### config.mk
export PLATFORM = sky130hd
export DESIGN_NAME = high_voltage_bit_port_ctrl
export DESIGN_NICKNAME = d
export VERILOG_FILES = /design/src/bit_latch_file.v /design/src/mode_regs.v /design/src/high_voltage_bit_port_ctrl.v
export VERILOG_INCLUDE_DIRS = /design/src
export SDC_FILE = /design/constraint.sdc
export NUM_CORES = 1
export LEC_CHECK = 0
export BUFFER_PORTS_ARGS = -buffer_cell sky130_fd_sc_hd__buf_2
export CAP_MARGIN = 10
export CORE_UTILIZATION = 47
export CTS_BUF_LIST = sky130_fd_sc_hd__clkbuf_8
export DETAILED_ROUTE_END_ITERATION = 8
export GPL_TIMING_DRIVEN = 0
export HOLD_SLACK_MARGIN = 0.12
export PLACE_DENSITY_LB_ADDON = 0.2
export SLEW_MARGIN = 25
export SYNTH_ARGS = -nofsm -noshare
export SYNTH_HDL_FRONTEND = slang
export SYNTH_SLANG_ARGS = --single-unit
### constraint.sdc
create_clock -name mclk -period 2.9 [get_ports mclk]
set_clock_uncertainty 0.2 [all_clocks]
set_input_delay 0.145 -clock mclk [delete_from_list [all_inputs] [get_ports mclk]]
set_output_delay 0.145 -clock mclk [all_outputs]
set_load 0.01 [all_outputs]
### src/hv_port_defines.vh
`ifndef HV_PORT_DEFINES_VH
`define HV_PORT_DEFINES_VH

// Register addresses on the CPU register write port
`define ADDR_W              6
`define ADDR_PORT_MODE_A    6'h04
`define ADDR_PORT_MODE_B    6'h24
`define ADDR_MISC_PIN_CTRL  6'h0c

// Register widths and reset values
`define REG_W               4
`define REG_RESET           4'h0
`define NUM_PINS            9
`define PIN_IDX_W           4
`define LATCH_RESET         9'h000

// Field positions
`define ALARM_SEL_BIT       3
`define STOP_REL_SEL_BIT    3
`define EVENT_SEL_BIT       2
`define IRQ1_SEL_BIT        1
`define IRQ0_SEL_BIT        0
`define PULLUP_EN_BIT       3
`define SO_OD_SEL_BIT       2

// Pins carrying shared functions
`define PIN_IRQ0            0
`define PIN_IRQ1            1
`define PIN_EVENT           2
`define PIN_ALARM           3
`define PIN_STOP_REL        4

// Power states
`define PWR_W               2
`define PWR_RUN             2'h0
`define PWR_STANDBY         2'h1
`define PWR_STOP            2'h2

`endif

### src/bit_latch_file.v
`timescale 1ns/1ps
`include "hv_port_defines.vh"
// Nine single-bit output latches with set, clear and stop clear
module bit_latch_file (
    // Clock and reset
    input  wire                    mclk,
    input  wire                    arst_n,
    // Control
    input  wire                    stop_clear,
    input  wire                    set_req,
    input  wire                    clear_req,
    input  wire [`PIN_IDX_W-1:0]   pin_sel,
    // Latch contents
    output wire [`NUM_PINS-1:0]    latch
);

    genvar i;
    generate
        for (i = 0; i < `NUM_PINS; i = i + 1) begin : g_latch
            reg bit_q;
            always @(posedge mclk or negedge arst_n) begin
                if (!arst_n) begin
                    bit_q <= 1'b0;
                end else if (stop_clear) begin
                    bit_q <= 1'b0;
                end else if (pin_sel == i) begin
                    if (set_req) begin
                        bit_q <= 1'b1;
                    end else if (clear_req) begin
                        bit_q <= 1'b0;
                    end
                end
            end
            assign latch[i] = bit_q;
        end
    endgenerate

endmodule // bit_latch_file

### src/mode_regs.v
`timescale 1ns/1ps
`include "hv_port_defines.vh"
// Write-only mode registers, cleared at reset and on stop entry
module mode_regs (
    // Clock and reset
    input  wire                    mclk,
    input  wire                    arst_n,
    // Write port
    input  wire                    stop_clear,
    input  wire                    reg_wr,
    input  wire [`ADDR_W-1:0]      reg_addr,
    input  wire [`REG_W-1:0]       reg_wdata,
    // Register contents
    output reg  [`REG_W-1:0]       port_mode_a,
    output reg  [`REG_W-1:0]       port_mode_b,
    output reg  [`REG_W-1:0]       misc_pin_control
);

    always @(posedge mclk or negedge arst_n) begin
        if (!arst_n) begin
            port_mode_a      <= `REG_RESET;
            port_mode_b      <= `REG_RESET;
            misc_pin_control <= `REG_RESET;
        end else if (stop_clear) begin
            port_mode_a      <= `REG_RESET;
            port_mode_b      <= `REG_RESET;
            misc_pin_control <= `REG_RESET;
        end else if (reg_wr) begin
            if (reg_addr == `ADDR_PORT_MODE_A) begin
                port_mode_a <= reg_wdata;
            end else if (reg_addr == `ADDR_PORT_MODE_B) begin
                port_mode_b <= reg_wdata;
            end else if (reg_addr == `ADDR_MISC_PIN_CTRL) begin
                misc_pin_control <= reg_wdata;
            end
        end
    end

endmodule // mode_regs

### src/high_voltage_bit_port_ctrl.v
`timescale 1ns/1ps
`include "hv_port_defines.vh"

// Functional notes
// - Pull-up enable 0: all pull-ups off
// - Pull-up enable 1: pull-up where latch 1
// - Open-drain select 0: serial out push-pull
// - Open-drain select 1: serial out high-side off
// - Stop resets selections, halts, floats pins
// - Other low-power modes keep halt high
// - Standby holds plain outputs, running peripherals
// - Standby freezes stopped peripheral outputs
// - Nine pins, each with output latch
// - Set writes 1, clear writes 0
// - Bit test returns pin input level
// - Latches cleared on reset and stop
// - Mode A bit 3 routes alarm pin
// - Mode B bit 3 selects stop release
// - Mode B bit 2 selects timer event
// - Mode B bit 1 selects irq1 input
// - Mode B bit 0 selects irq0 input
// - Mode B is 4-bit write-only, reset 0
// - Latch 1 drives high, 0 floats
module high_voltage_bit_port_ctrl (
    // Clock and reset
    input  wire                    mclk,
    input  wire                    arst_n,
    // Power state from the system controller
    input  wire [`PWR_W-1:0]       power_mode,
    // CPU bit instructions
    input  wire                    bit_set_op,
    input  wire                    bit_clear_op,
    input  wire                    bit_test_op,
    input  wire [`PIN_IDX_W-1:0]   pin_index,
    output reg                     bit_test_result,
    // CPU register writes
    input  wire                    reg_wr,
    input  wire [`ADDR_W-1:0]      reg_addr,
    input  wire [`REG_W-1:0]       reg_wdata,
    // High-voltage port pins
    input  wire [`NUM_PINS-1:0]    pin_in,
    output wire [`NUM_PINS-1:0]    pin_out,
    output wire [`NUM_PINS-1:0]    pin_oe,
    // Peripheral side
    input  wire                    alarm_out,
    input  wire                    alarm_runs_in_standby,
    output wire                    ext_irq0_n,
    output wire                    ext_irq1_n,
    output wire                    timer_b_event_in,
    output wire                    stop_release_n,
    // Standard-voltage pin controls
    input  wire [`NUM_PINS-1:0]    std_pin_latch,
    output wire [`NUM_PINS-1:0]    std_pullup_on,
    input  wire                    serial_out_data,
    output wire                    serial_out_high_on,
    output wire                    serial_out_low_on,
    // Internal halt and mode visibility
    output wire                    halt_n,
    output wire                    pullup_enable,
    output wire                    serial_out_open_drain_sel
);

    wire [`REG_W-1:0]     port_mode_a;
    wire [`REG_W-1:0]     port_mode_b;
    wire [`REG_W-1:0]     misc_pin_control;
    wire [`NUM_PINS-1:0]  output_latch;
    wire                  in_stop;
    wire                  in_standby;
    wire                  alarm_pin_select;
    wire                  stop_release_pin_select;
    wire                  event_count_pin_select;
    wire                  ext_irq1_pin_select;
    wire                  ext_irq0_pin_select;
    reg                   alarm_hold;
    wire                  alarm_level;
    reg  [`NUM_PINS-1:0]  next_pin_out;

    assign in_stop    = (power_mode == `PWR_STOP);
    assign in_standby = (power_mode == `PWR_STANDBY);

    mode_regs u_mode_regs (
        .mclk             (mclk),
        .arst_n           (arst_n),
        .stop_clear       (in_stop),
        .reg_wr           (reg_wr),
        .reg_addr         (reg_addr),
        .reg_wdata        (reg_wdata),
        .port_mode_a      (port_mode_a),
        .port_mode_b      (port_mode_b),
        .misc_pin_control (misc_pin_control)
    );

    // Set and clear are masked in standby, so latch updates cannot occur there
    bit_latch_file u_latches (
        .mclk       (mclk),
        .arst_n     (arst_n),
        .stop_clear (in_stop),
        .set_req    (bit_set_op & ~in_standby),
        .clear_req  (bit_clear_op & ~in_standby),
        .pin_sel    (pin_index),
        .latch      (output_latch)
    );

    assign alarm_pin_select        = port_mode_a[`ALARM_SEL_BIT];
    assign stop_release_pin_select = port_mode_b[`STOP_REL_SEL_BIT];
    assign event_count_pin_select  = port_mode_b[`EVENT_SEL_BIT];
    assign ext_irq1_pin_select     = port_mode_b[`IRQ1_SEL_BIT];
    assign ext_irq0_pin_select     = port_mode_b[`IRQ0_SEL_BIT];
    assign pullup_enable           = misc_pin_control[`PULLUP_EN_BIT];
    assign serial_out_open_drain_sel = misc_pin_control[`SO_OD_SEL_BIT];

    assign halt_n = ~in_stop;

    // Alarm level frozen in standby unless its source keeps running
    always @(posedge mclk or negedge arst_n) begin
        if (!arst_n) begin
            alarm_hold <= 1'b0;
        end else if (!in_standby || alarm_runs_in_standby) begin
            alarm_hold <= alarm_out;
        end
    end
    assign alarm_level = (in_standby && !alarm_runs_in_standby) ?
                         alarm_hold : alarm_out;

    // Pin drive: high-side only, so a 0 leaves the pin floating
    always @* begin
        next_pin_out = output_latch;
        if (alarm_pin_select) begin
            next_pin_out[`PIN_ALARM] = alarm_level;
        end
    end

    assign pin_out = next_pin_out;
    assign pin_oe  = halt_n ? next_pin_out : {`NUM_PINS{1'b0}};

    // Shared irq inputs idle high when not routed; timer event input idles low
    assign ext_irq0_n = ext_irq0_pin_select ?
                        pin_in[`PIN_IRQ0] : 1'b1;
    assign ext_irq1_n = ext_irq1_pin_select ?
                        pin_in[`PIN_IRQ1] : 1'b1;
    assign timer_b_event_in = event_count_pin_select ?
                              pin_in[`PIN_EVENT] : 1'b0;
    // Stop release is not gated by halt; stop clears port_mode_b at the first clock edge in stop, so it reads 1 from that edge on while halted
    assign stop_release_n = stop_release_pin_select ?
                            pin_in[`PIN_STOP_REL] : 1'b1;

    assign std_pullup_on = (pullup_enable && halt_n) ?
                           std_pin_latch : {`NUM_PINS{1'b0}};

    assign serial_out_high_on = halt_n && serial_out_data &&
                                !serial_out_open_drain_sel;
    assign serial_out_low_on  = halt_n && !serial_out_data;

    always @(posedge mclk or negedge arst_n) begin
        if (!arst_n) begin
            bit_test_result <= 1'b0;
        end else if (bit_test_op && pin_index < `NUM_PINS) begin
            bit_test_result <= pin_in[pin_index];
        end
    end

endmodule // high_voltage_bit_port_ctrl

==> out/qor.yml, run 1 <==
power_and_ir_drop:
  ir_drop_mv: 0.361
  p_sw_frac: 0.262
  powerDensity_mw_per_mm2: 333
  switchingPower_uw: 162
  power_uw: 621
  clkPwrFrac: 0.335
  leakage_nw: 1.10
  intPower_uw: 459
  pwr-share-comb: 0.237
  power_frac_seq: 0.427
global_routing:
  grt_use_total: 0.259
  grt_pass1_wl_um: 5280
  first_global_vias: 1239
  overflow: 0
  grt_max_degree: 19
  antenna_found_initial: 0
finish:
  antenna_cells: 0
  mostFrequentLayoutCell: "buf_2"
  stdcell_count: 260
  final_core_util: 0.754
  fin_area_mm2: 0.00187
  syn_to_final_growth_pct: 52.6
  n_fill_cell: 194
  drive_gt1_frac: 0.439
  mostFrequentLayoutCells: "buf_2 (80), dfrtp_1 (18), dlygate4sd3_1 (16)"
  nets: 274
critical_path:
  slowest_stage: "dlygate4sd3_1"
  path_buf_inv: 4
  crit_chain: "dlygate4sd3_1, buf_2, clkbuf_1, o31ai_1, o41ai_1, a22oi_1, o41ai_1, dlygate4sd3_1"
  arrival_ns: 2.21
  crit_fanout: 10
  path_class: "primary input to flop"
  cp-end-kind: "flop"
  cp.required_ns: 2.84
  start_kind: "primary input"
  max_stage_delay_ns: 0.55
  path_delay_family: "buffers and inverters"
timing:
  tns_ns: 0
  relSlewSlack: 0.640
  slew_viol_final: 0
  max_freq_mhz: 441
  rsz0062_at_grt: "false"
  tightest_slew_ns: 0.532
  setup_viol: 0
  hold_viol: 0
  finalCritPeriodShare: 0.781
  min_period_ns: 2.27
yosys:
  ys_types: 36
  syn_area_mm2: 0.00122
  synthArstFlopShare: 1.00
  synth-seq-area-share: 0.368
  syn_area_per_cell_um2: 9.27
  synth.net_count: 175
  yosysWarningCount: 0
  syn_inst: 132
  synth_ff_type: "dfrtp_1"
  synth_edf_count: 0
  ys_ff_latch: 18
floorplan:
  die_w_um: 53.0
  coreArea_mm2: 0.00248
  ios: 80
  die_h_um: 53.0
  die_area_mm2: 0.00281
  start_util: 0.494
  row_count: 18
place:
  routabilityCongestion: 0.844
  io_buffers: 78
  dpl_cell_area_mm2: 0.00165
  hpwl_um: 2520
  placedCellCount: 240
detailed_routing:
  routed-via-count: 1329
  via_per_inst: 5.11
  firstDrtPassIters: 4
  totalWireLength_um: 3280
  drc: 0
  final_antenna_net_count: 0
  wire_per_inst_um: 12.6
  drtIter0Drc: 17
clock_tree:
  numCtsBuffers: 3
  root_buffer: "clkbuf_8"
  htreeDepth: 1
  clock_latency_ns: 0.25
  cts_tree: "yes"
  cts_setup_buffers: 0
  clk_pin_slew_ns: 0.07
  post_cts_resize_count: 0
  clk_path_buf_depth: 2
  cts_sinks: 18
flow_run:
  cap_violations: 0
min_path:
  hold_path_class: "primary input to flop"
status:
  status: "completed"
[area by class of cell]
type | instances | area (µm²) | share of cell area
plain buffers | 15 | 108 | 0.0576
clock buffers | 4 | 55.1 | 0.0295
inverters | 8 | 30.0 | 0.0161
multi-input cells | 91 | 636 | 0.340
flip-flops and latches | 18 | 450 | 0.241
well taps | 30 | 37.5 | 0.0201
repair buffers | 94 | 551 | 0.295
[cell families (layout without fill, tap and decap cells)]
family / count (synthesis) / in the layout / share of synthesized area
AOI/OAI and AO/OA: 19 / 19 / 0.108
buffers and inverters: 23 / 121 / 0.112
DFF: 18 / 18 / 0.368
muxes: 13 / 13 / 0.122
and+or+nand+nor: 59 / 59 / 0.289
[per-stage QoR]
stage          hold WS, ns  setup WS [ns]
3_3_place_gp       -0.0960           1.15
6_report             0.107          0.634
2_1_floorplan       -0.351           1.34
3_5_place_dp       -0.0930           1.15
4_1_cts              0.121          0.635
5_1_grt              0.144          0.524
[path summary, 6_finish.rpt]
kind	start	to	slack, ns	cells past startpoint
min in group asynchronous	arst_n	u_latches.g_latch[2].bit_q	0.15	2
worst max register to register	bit_test_result	bit_test_result	1.22	5
max in group asynchronous	arst_n	u_mode_regs.misc_pin_control[3]	2.06	2
worst min-delay path	bit_clear_op	u_latches.g_latch[8].bit_q	0.11	4
worst max-delay path	pin_index[0]	bit_test_result	0.63	8
worst min register to register	u_mode_regs.port_mode_b[2]	u_mode_regs.port_mode_b[2]	0.33	2
[synth_stat cells, types with 2 or more instances]
cell type | number | area [µm²]
mux2_2 | 2 | 22.5
dfrtp_1 | 18 | 450
clkbuf_1 | 2 | 7.51
nor2_1 | 10 | 37.5
buf_6 | 2 | 22.5
o31ai_1 | 4 | 30.0
buf_2 | 2 | 10.0
nand3b_1 | 2 | 15.0
nor4b_1 | 2 | 17.5
nand2b_1 | 5 | 31.3
nand4b_1 | 2 | 17.5
buf_4 | 9 | 67.6
a21oi_1 | 3 | 15.0
nand2_1 | 12 | 45.0
o41ai_1 | 4 | 35.0
nand3_1 | 5 | 25.0
inv_1 | 8 | 30.0
mux2i_1 | 10 | 100
o21ai_0 | 2 | 10.0
and2_1 | 4 | 25.0
and3_1 | 9 | 56.3
[what timing repair did]
action	4_1_cts	5_1_grt
endpoints found under the setup margin	0	0
hold endpoints to repair	34	0
hold buffers	16	0
[sequential cells by signal (all words and copies together) (netlist names)]
name and count:
alarm_hold 1, bit_test_result 1, u_latches.g_latch.bit_q 9, u_mode_regs.misc_pin_control 2, u_mode_regs.port_mode_a 1, u_mode_regs.port_mode_b 4
[tightest hold or removal path: stages]
cell	delay, ns
buf_2	0.10
nand2_1	0.05
nor3_1	0.14
nor4_1	0.09
[power by group through the flow]
stage / Sequential (mW) / Combinational, mW / Clock (mW)
final: 0.265 / 0.147 / 0.208
after detailed placement: 0.270 / 0.129 / 0
after CTS: 0.265 / 0.147 / 0.212
after global routing: 0.266 / 0.162 / 0.224
after global placement: 0.270 / 0.126 / 0
after floorplan: 0.270 / 0.0664 / 0
[routing by layer]
metal | global-route usage | part of all wire | wire length [µm]
met5 | 0 | 0 | 0
met1 | 0.306 | 0.41 | 1360
met3 | 0.0431 | 0.053 | 174
met4 | 0.0658 | 0.0064 | 21
met2 | 0.479 | 0.53 | 1730
(Power assumes the default switching activity.)
==> inputs of run 2 (changes only) <==
- CORE_UTILIZATION: 47 -> 39
- clock period: 2.9 -> 2 ns (I/O delays scaled with it)
==> out/qor.yml, run 2 (synthesis results as in run 1) <==
timing:
  tns_ns: 0  # unchanged
  max_freq_mhz: 521
  finalCritPeriodShare: 0.959
  setup_viol: 0  # unchanged
  rsz0062_at_grt: "false"  # unchanged
  tightest_slew_ns: 0.583  # was 0.532 ns
  hold_viol: 0  # unchanged
  relSlewSlack: 0.606  # was 0.640
  slew_viol_final: 0  # unchanged
  min_period_ns: 1.92
floorplan:
  start_util: 0.429  # was 0.494
  ios: 80  # unchanged
  coreArea_mm2: 0.00285  # was 0.00248 mm²
  die_area_mm2: 0.00337  # was 0.00281 mm²
  die_h_um: 58.0  # was 53.0 µm
  row_count: 19  # was 18
  die_w_um: 58.0  # was 53.0 µm
detailed_routing:
  drtIter0Drc: 32  # was 17
  firstDrtPassIters: 6  # was 4
  totalWireLength_um: 3840  # was 3280 µm
  wire_per_inst_um: 14.0  # was 12.6 µm
  final_antenna_net_count: 0  # unchanged
  via_per_inst: 5.08  # was 5.11
  drc: 6  # was 0
  routed-via-count: 1392  # was 1,329
critical_path:
  path_class: "primary input to flop"  # unchanged
  max_stage_delay_ns: 0.57  # was 0.55 ns
  start_kind: "primary input"  # unchanged
  slowest_stage: "dlygate4sd3_1"  # unchanged
  cp.required_ns: 1.96  # was 2.84 ns
  cp-end-kind: "flop"  # unchanged
  arrival_ns: 1.87  # was 2.21 ns
  crit_chain: "buf_2, dlygate4sd3_1, nand2b_1, nor2_2, mux2i_2, dlygate4sd3_1, inv_1"  # was dlygate4sd3_1, buf_2, clkbuf_1, o31ai_1, o41ai_1, a22oi_1, o41ai_1, dlygate4sd3_1
  crit_fanout: 4  # was 10
  crit_top_cell: "dlygate4sd3_1"
  rr_worst_depth: 3  # was 5
global_routing:
  grt_pass1_wl_um: 5910  # was 5280 µm
  overflow: 0  # unchanged
  first_global_vias: 1382  # was 1,239
  grt_max_degree: 19  # unchanged
  grt_use_total: 0.229  # was 0.259
  antenna_found_initial: 0  # unchanged
power_and_ir_drop:
  ir_drop_mv: 0.400  # was 0.361 mV
  powerDensity_mw_per_mm2: 463  # was 333 mW/mm²
  power_uw: 947  # was 621 µW
  leakage_nw: 1.17  # was 1.10 nW
finish:
  nets: 287  # was 274
  largest_register_ffs: 9  # unchanged
  drive_gt1_frac: 0.461  # was 0.439
  stdcell_count: 274  # was 260
  fin_area_mm2: 0.00205  # was 0.00187 mm²
  final_core_util: 0.718  # was 0.754
  largest_registers: "u_latches.g_latch.bit_q x9, u_mode_regs.port_mode_b x4, u_mode_regs.misc_pin_control x2"  # unchanged
  n_fill_cell: 231  # was 194
  mostFrequentLayoutCells: "buf_2 (80), dlygate4sd3_1 (27), dfrtp_1 (18)"  # was buf_2 (80), dfrtp_1 (18), dlygate4sd3_1 (16)
  syn_to_final_growth_pct: 67.3  # was 52.6%
  mostFrequentLayoutCell: "buf_2"  # unchanged
  antenna_cells: 0  # unchanged
  largest-register: "u_latches.g_latch.bit_q"  # unchanged
clock_tree:
  htreeDepth: 1  # unchanged
  numCtsBuffers: 3  # unchanged
  cts_sinks: 18  # unchanged
  clock_latency_ns: 0.25  # about the same
  clk_path_buf_depth: 2  # unchanged
  cts_tree: "yes"  # unchanged
  clk_pin_slew_ns: 0.08  # was 0.07 ns
  root_buffer: "clkbuf_8"  # unchanged
place:
  hpwl_um: 2640  # was 2520 µm
  placedCellCount: 241  # was 240
  dpl_cell_area_mm2: 0.00165  # about the same
  io_buffers: 78  # unchanged
  routabilityCongestion: 0.792  # was 0.844
status:
  violations: "DRC"
  status: "finished, violations left"  # was completed
min_path:
  min_path_cells: 4  # unchanged
  hold_path_class: "primary input to flop"  # unchanged
flow_run:
  cap_violations: 0  # unchanged
run 2: cell types whose count changed in the layout (fill, tap and decap cells not counted), moves of 2 or more:
cell	change
buf_4	+2
o41ai_1	-2
o41ai_2	+2
dlygate4sd3_1	+11
run 2: path summary, 6_finish.rpt:
check | start | endpoint | slack [ns]
setup / recovery | power_mode[0] | alarm_hold | 0.08
hold / removal | pin_index[1] | bit_test_result | 0.1
setup reg to reg | u_mode_regs.port_mode_a[3] | u_mode_regs.port_mode_a[3] | 0.47
hold reg to reg | u_mode_regs.port_mode_b[1] | u_mode_regs.port_mode_b[1] | 0.34
max in group asynchronous | arst_n | u_latches.g_latch[3].bit_q | 1.19
min in group asynchronous | arst_n | u_latches.g_latch[2].bit_q | 0.11
run 2: worst max-delay path, delay by kind of cell:
| family | cells | cell delay (ns) |
|---|---|---|
| muxes | 1 | 0.24 |
| and+or+nand+nor | 2 | 0.24 |
| buffers and inverters | 4 | 1.29 |
run 2: per-layer routing:
metal  wire [µm]  vias up  global-route usage
li1            -      687                   -
met5           0        -                   0
met4          59        0              0.0612
met1        1610      644               0.257
met2        1990       53               0.437
met3         176        8              0.0424
run 2: final cells by class:
cell class,count,area (µm²),area share
Multi-Input combinational cell,91,688,0.336
Timing Repair Buffer,107,676,0.330
Sequential cell,18,450,0.220
Buffer,15,109,0.0532
Clock buffer,4,55.1,0.0269
Tap cell,31,38.8,0.0189
Inverter,8,30.0,0.0147
run 2: metrics by stage:
stage	hold WS, ns	setup WS (ns)
final	0.0983	0.0814
after global routing	0.119	0.0116
after detailed placement	-0.137	0.218
after CTS	0.124	0.0307
after floorplan	-0.396	0.486
after global placement	-0.143	0.281
run 2: power by group:
part	switching, mW	internal, mW
sequential	0.0106	0.376
combinational	0.116	0.135
clock	0.134	0.175
total	0.261	0.687
run 2: what timing repair did:
action                                 CTS  global route
setup endpoints to repair                0             4
hold buffers                            27             1
buffers inserted                         0             2
gates resized for setup                  0            11
endpoints found under the hold margin   35             1
==> inputs of run 3 (changes only) <==
- ABC_AREA: default -> 1
- CORE_UTILIZATION: 39 -> 40
==> out/qor.yml, run 3 <==
status:
  status: "completed"  # was finished, violations left
finish:
  mostFrequentLayoutCells: "buf_2 (81), nand2_1 (52), inv_1 (39)"  # was buf_2 (80), dlygate4sd3_1 (27), dfrtp_1 (18)
  final_core_util: 0.684  # was 0.718
  drive_gt1_frac: 0.350  # was 0.461
  syn_to_final_growth_pct: 60.6  # was 67.3%
  largest_registers: "u_latches.g_latch.bit_q x9, u_mode_regs.port_mode_b x4, u_mode_regs.misc_pin_control x2"  # unchanged
  mostFrequentLayoutCell: "buf_2"  # unchanged
  antenna_cells: 0  # unchanged
  largest_register_ffs: 9  # unchanged
  nets: 365  # was 287
  stdcell_count: 364  # was 274
  largest-register: "u_latches.g_latch.bit_q"  # unchanged
power_and_ir_drop:
  clkPwrFrac: 0.260  # was 0.326
  switchingPower_uw: 277  # was 261 µW
  powerDensity_mw_per_mm2: 449  # was 463 mW/mm²
  pwr-share-comb: 0.319  # was 0.265
  power_frac_seq: 0.421  # was 0.408
  intPower_uw: 668  # was 687 µW
  ir_drop_mv: 0.321  # was 0.400 mV
  leakage_nw: 1.27  # was 1.17 nW
  p_sw_frac: 0.293  # was 0.275
  power_uw: 945  # was 947 µW
global_routing:
  grtUsageMet1: 0.263  # was 0.257
  grt.met2_usage: 0.361  # was 0.437
  first_global_vias: 1286  # was 1,382
  grt_pass1_wl_um: 5440  # was 5910 µm
  grt-busiest-layer: "met2"  # unchanged
  met3_usage: 0.0328  # was 0.0424
  overflow: 0  # unchanged
  grt_use_total: 0.205  # was 0.229
  grt_max_degree: 19  # unchanged
  antenna_found_initial: 0  # unchanged
detailed_routing:
  totalWireLength_um: 3540  # was 3840 µm
  via_per_inst: 4.32  # was 5.08
  wire_per_inst_um: 9.73  # was 14.0 µm
  routed-via-count: 1573  # was 1,392
  drc: 0  # was 6
  drtIter0Drc: 50  # was 32
  firstDrtPassIters: 4  # was 6
  final_antenna_net_count: 0  # unchanged
clock_tree:
  htreeDepth: 1  # unchanged
  cts_tree: "yes"  # unchanged
  clk_path_buf_depth: 2  # unchanged
  root_buffer: "clkbuf_8"  # unchanged
  cts_sinks: 18  # unchanged
  clock_latency_ns: 0.24  # was 0.25 ns
  numCtsBuffers: 3  # unchanged
  clk_pin_slew_ns: 0.07  # was 0.08 ns
critical_path:
  crit_path_start: "pin_index[2]"  # was power_mode[0]
  path_buf_inv: 3  # was 4
  crit_chain: "buf_2, nor2_1, nand4_1, dlygate4sd3_1, nor2_1, a21oi_1, dlygate4sd3_1"  # was buf_2, dlygate4sd3_1, nand2b_1, nor2_2, mux2i_2, dlygate4sd3_1, inv_1
  cp-end-kind: "flop"  # unchanged
  max_stage_delay_ns: 0.60  # was 0.57 ns
  path_delay_family: "buffers and inverters"  # unchanged
  start_kind: "primary input"  # unchanged
  reg2reg_slack_ns: 0.59  # was 0.47 ns
  r2r-start: "alarm_hold"  # was u_mode_regs.port_mode_a[3]
  crit_fanout: 4  # unchanged
  path_depth: 7  # unchanged
  worst_r2r_endpoint: "alarm_hold"  # was u_mode_regs.port_mode_a[3]
  cp.required_ns: 1.93  # was 1.96 ns
  arrival_ns: 1.87  # about the same
  slowest_stage: "dlygate4sd3_1"  # unchanged
  crit_path_end: "u_latches.g_latch[3].bit_q"  # was alarm_hold
  rr_worst_depth: 3  # unchanged
  path_class: "primary input to flop"  # unchanged
place:
  routabilityCongestion: 0.737  # was 0.792
  pre_cts_ws_ns: 0.725  # was 0.218 ns
  io_buffers: 78  # unchanged
  placedCellCount: 330  # was 241
  hpwl_um: 2490  # was 2640 µm
yosys:
  synth_common_cells: "nand2_1 (53), inv_1 (39), nor2_1 (30)"  # was dfrtp_1 (18), nand2_1 (12), mux2i_1 (10), nor2_1 (10)
  syn_inst: 208  # was 132
  syn_area_mm2: 0.00131  # was 0.00122 mm²
  syn_area_per_cell_um2: 6.30  # was 9.27 µm²
  synth_ff_type: "dfrtp_1"  # unchanged
  yosys.area.top_type: "dfrtp_1"  # unchanged
  synth.net_count: 251  # was 175
  synth-seq-area-share: 0.344  # was 0.368
  ys_ff_latch: 18  # unchanged
  yosys-top-cells-area: "dfrtp_1 (34%), nand2_1 (15%), inv_1 (11%), nor2_1 (8.6%), o21ai_1 (6.9%)"  # was dfrtp_1 (37%), mux2i_1 (8.2%), buf_4 (5.5%), and3_1 (4.6%), nand2_1 (3.7%)
  ys_types: 19  # was 36
  synthArstFlopShare: 1.00  # unchanged
  yosysMostFrequentCell: "nand2_1"  # was dfrtp_1
  synth_top_area_frac: 0.344  # was 0.368
  synth_edf_count: 0  # unchanged
  yosysWarningCount: 0  # unchanged
floorplan:
  row_count: 20  # was 19
  start_util: 0.426  # was 0.429
  die_h_um: 59.2  # was 58.0 µm
  ios: 80  # unchanged
  die_w_um: 59.2  # was 58.0 µm
  die_area_mm2: 0.00351  # was 0.00337 mm²
  coreArea_mm2: 0.00308  # was 0.00285 mm²
timing:
  timing.final.ws_setup_ns: 0.0609  # was 0.0814 ns
  finalCritPeriodShare: 0.970  # was 0.959
  hold_viol: 0  # unchanged
  setup_viol: 0  # unchanged
  tns_ns: 0  # unchanged
  relSlewSlack: 0.730  # was 0.606
  rsz0062_at_grt: "false"  # unchanged
  tightest_slew_ns: 0.405  # was 0.583 ns
  max_freq_mhz: 516  # was 521 MHz
  min_period_ns: 1.94  # was 1.92 ns
  slew_viol_final: 0  # unchanged
flow_run:
  cap_violations: 0  # unchanged
min_path:
  hold_path_class: "primary input to async pin"  # was primary input to flop
[run 3: cell types whose count changed after synthesis, sizes merged, moves of 3 or more]
cell,change
nand2,+43
inv,+36
nor2,+27
o21ai,+17
mux2i,-10
and3,-9
nand3,+7
nand2b,-5
and2,-4
o31ai,-4
o41ai,-4
nor4b,-3
[run 3: cell families (layout without fill, tap and decap cells)]
| logic type | count (synthesis) | after routing | synth area share |
|---|---|---|---|
| AO/OA/AOI/OAI | 25 | 25 | 0.0955 |
| buffers and inverters | 56 | 168 | 0.192 |
| flip-flops | 18 | 18 | 0.344 |
| AND/OR/NAND/NOR | 109 | 109 | 0.369 |
[run 3: timing repair]
item	in CTS	in global routing
hold buffers	29	0
endpoints found under the hold margin	34	0
endpoints found under the setup margin	0	3
resized for setup	0	1
setup buffers	0	2
[run 3: power groups by stage]
stage | registers [mW] | logic [mW] | clock network, mW
after global routing | 0.400 | 0.336 | 0.271
after detailed placement | 0.405 | 0.259 | 0
after CTS | 0.398 | 0.295 | 0.251
after global placement | 0.404 | 0.255 | 0
final | 0.398 | 0.301 | 0.246
after floorplan | 0.404 | 0.150 | 0
[run 3: stage by stage]
step                cell area, µm²  hold slack (ns)
global placement              1760           -0.139
CTS                           2090            0.120
global route                  2100            0.155
detailed placement            1760           -0.147
floorplan                     1310           -0.396
finish                        2100            0.105
[run 3: worst min-delay path by stage]
| stage | cells past startpoint | end | slack [ns] | start |
|---|---|---|---|---|
| 6_report | 2 | bit_test_result | 0.11 | arst_n |
| 5_1_grt | 2 | u_mode_regs.port_mode_b[0] | 0.16 | arst_n |
| 4_1_cts | 2 | bit_test_result | 0.12 | arst_n |
| 3_5_place_dp | 1 | bit_test_result | -0.15 | arst_n |
| 3_3_place_gp | 1 | bit_test_result | -0.14 | arst_n |
| 2_1_floorplan | 0 | alarm_hold | -0.40 | arst_n |
[run 3: layout make-up]
cell class / instances / area, µm²
tap: 44 / 55.1
buffer: 12 / 86.3
inverter: 44 / 165
fill: 308 / 973
clock buffer: 3 / 41.3
timing repair buffer: 109 / 696
multi-input combinational: 134 / 611
sequential: 18 / 450
[run 3: worst register-to-register path, stage by stage (launching register included)]
cell,delay (ns)
dfrtp_1,0.37
nand3_1,0.08
nand2_1,0.08
dlygate4sd3_1,0.57
[run 3: metal layers]
layer,wire length [µm],share of wire
met1,1690,0.48
met5,0,0
met4,19,0.0054
met3,146,0.041
met2,1690,0.48
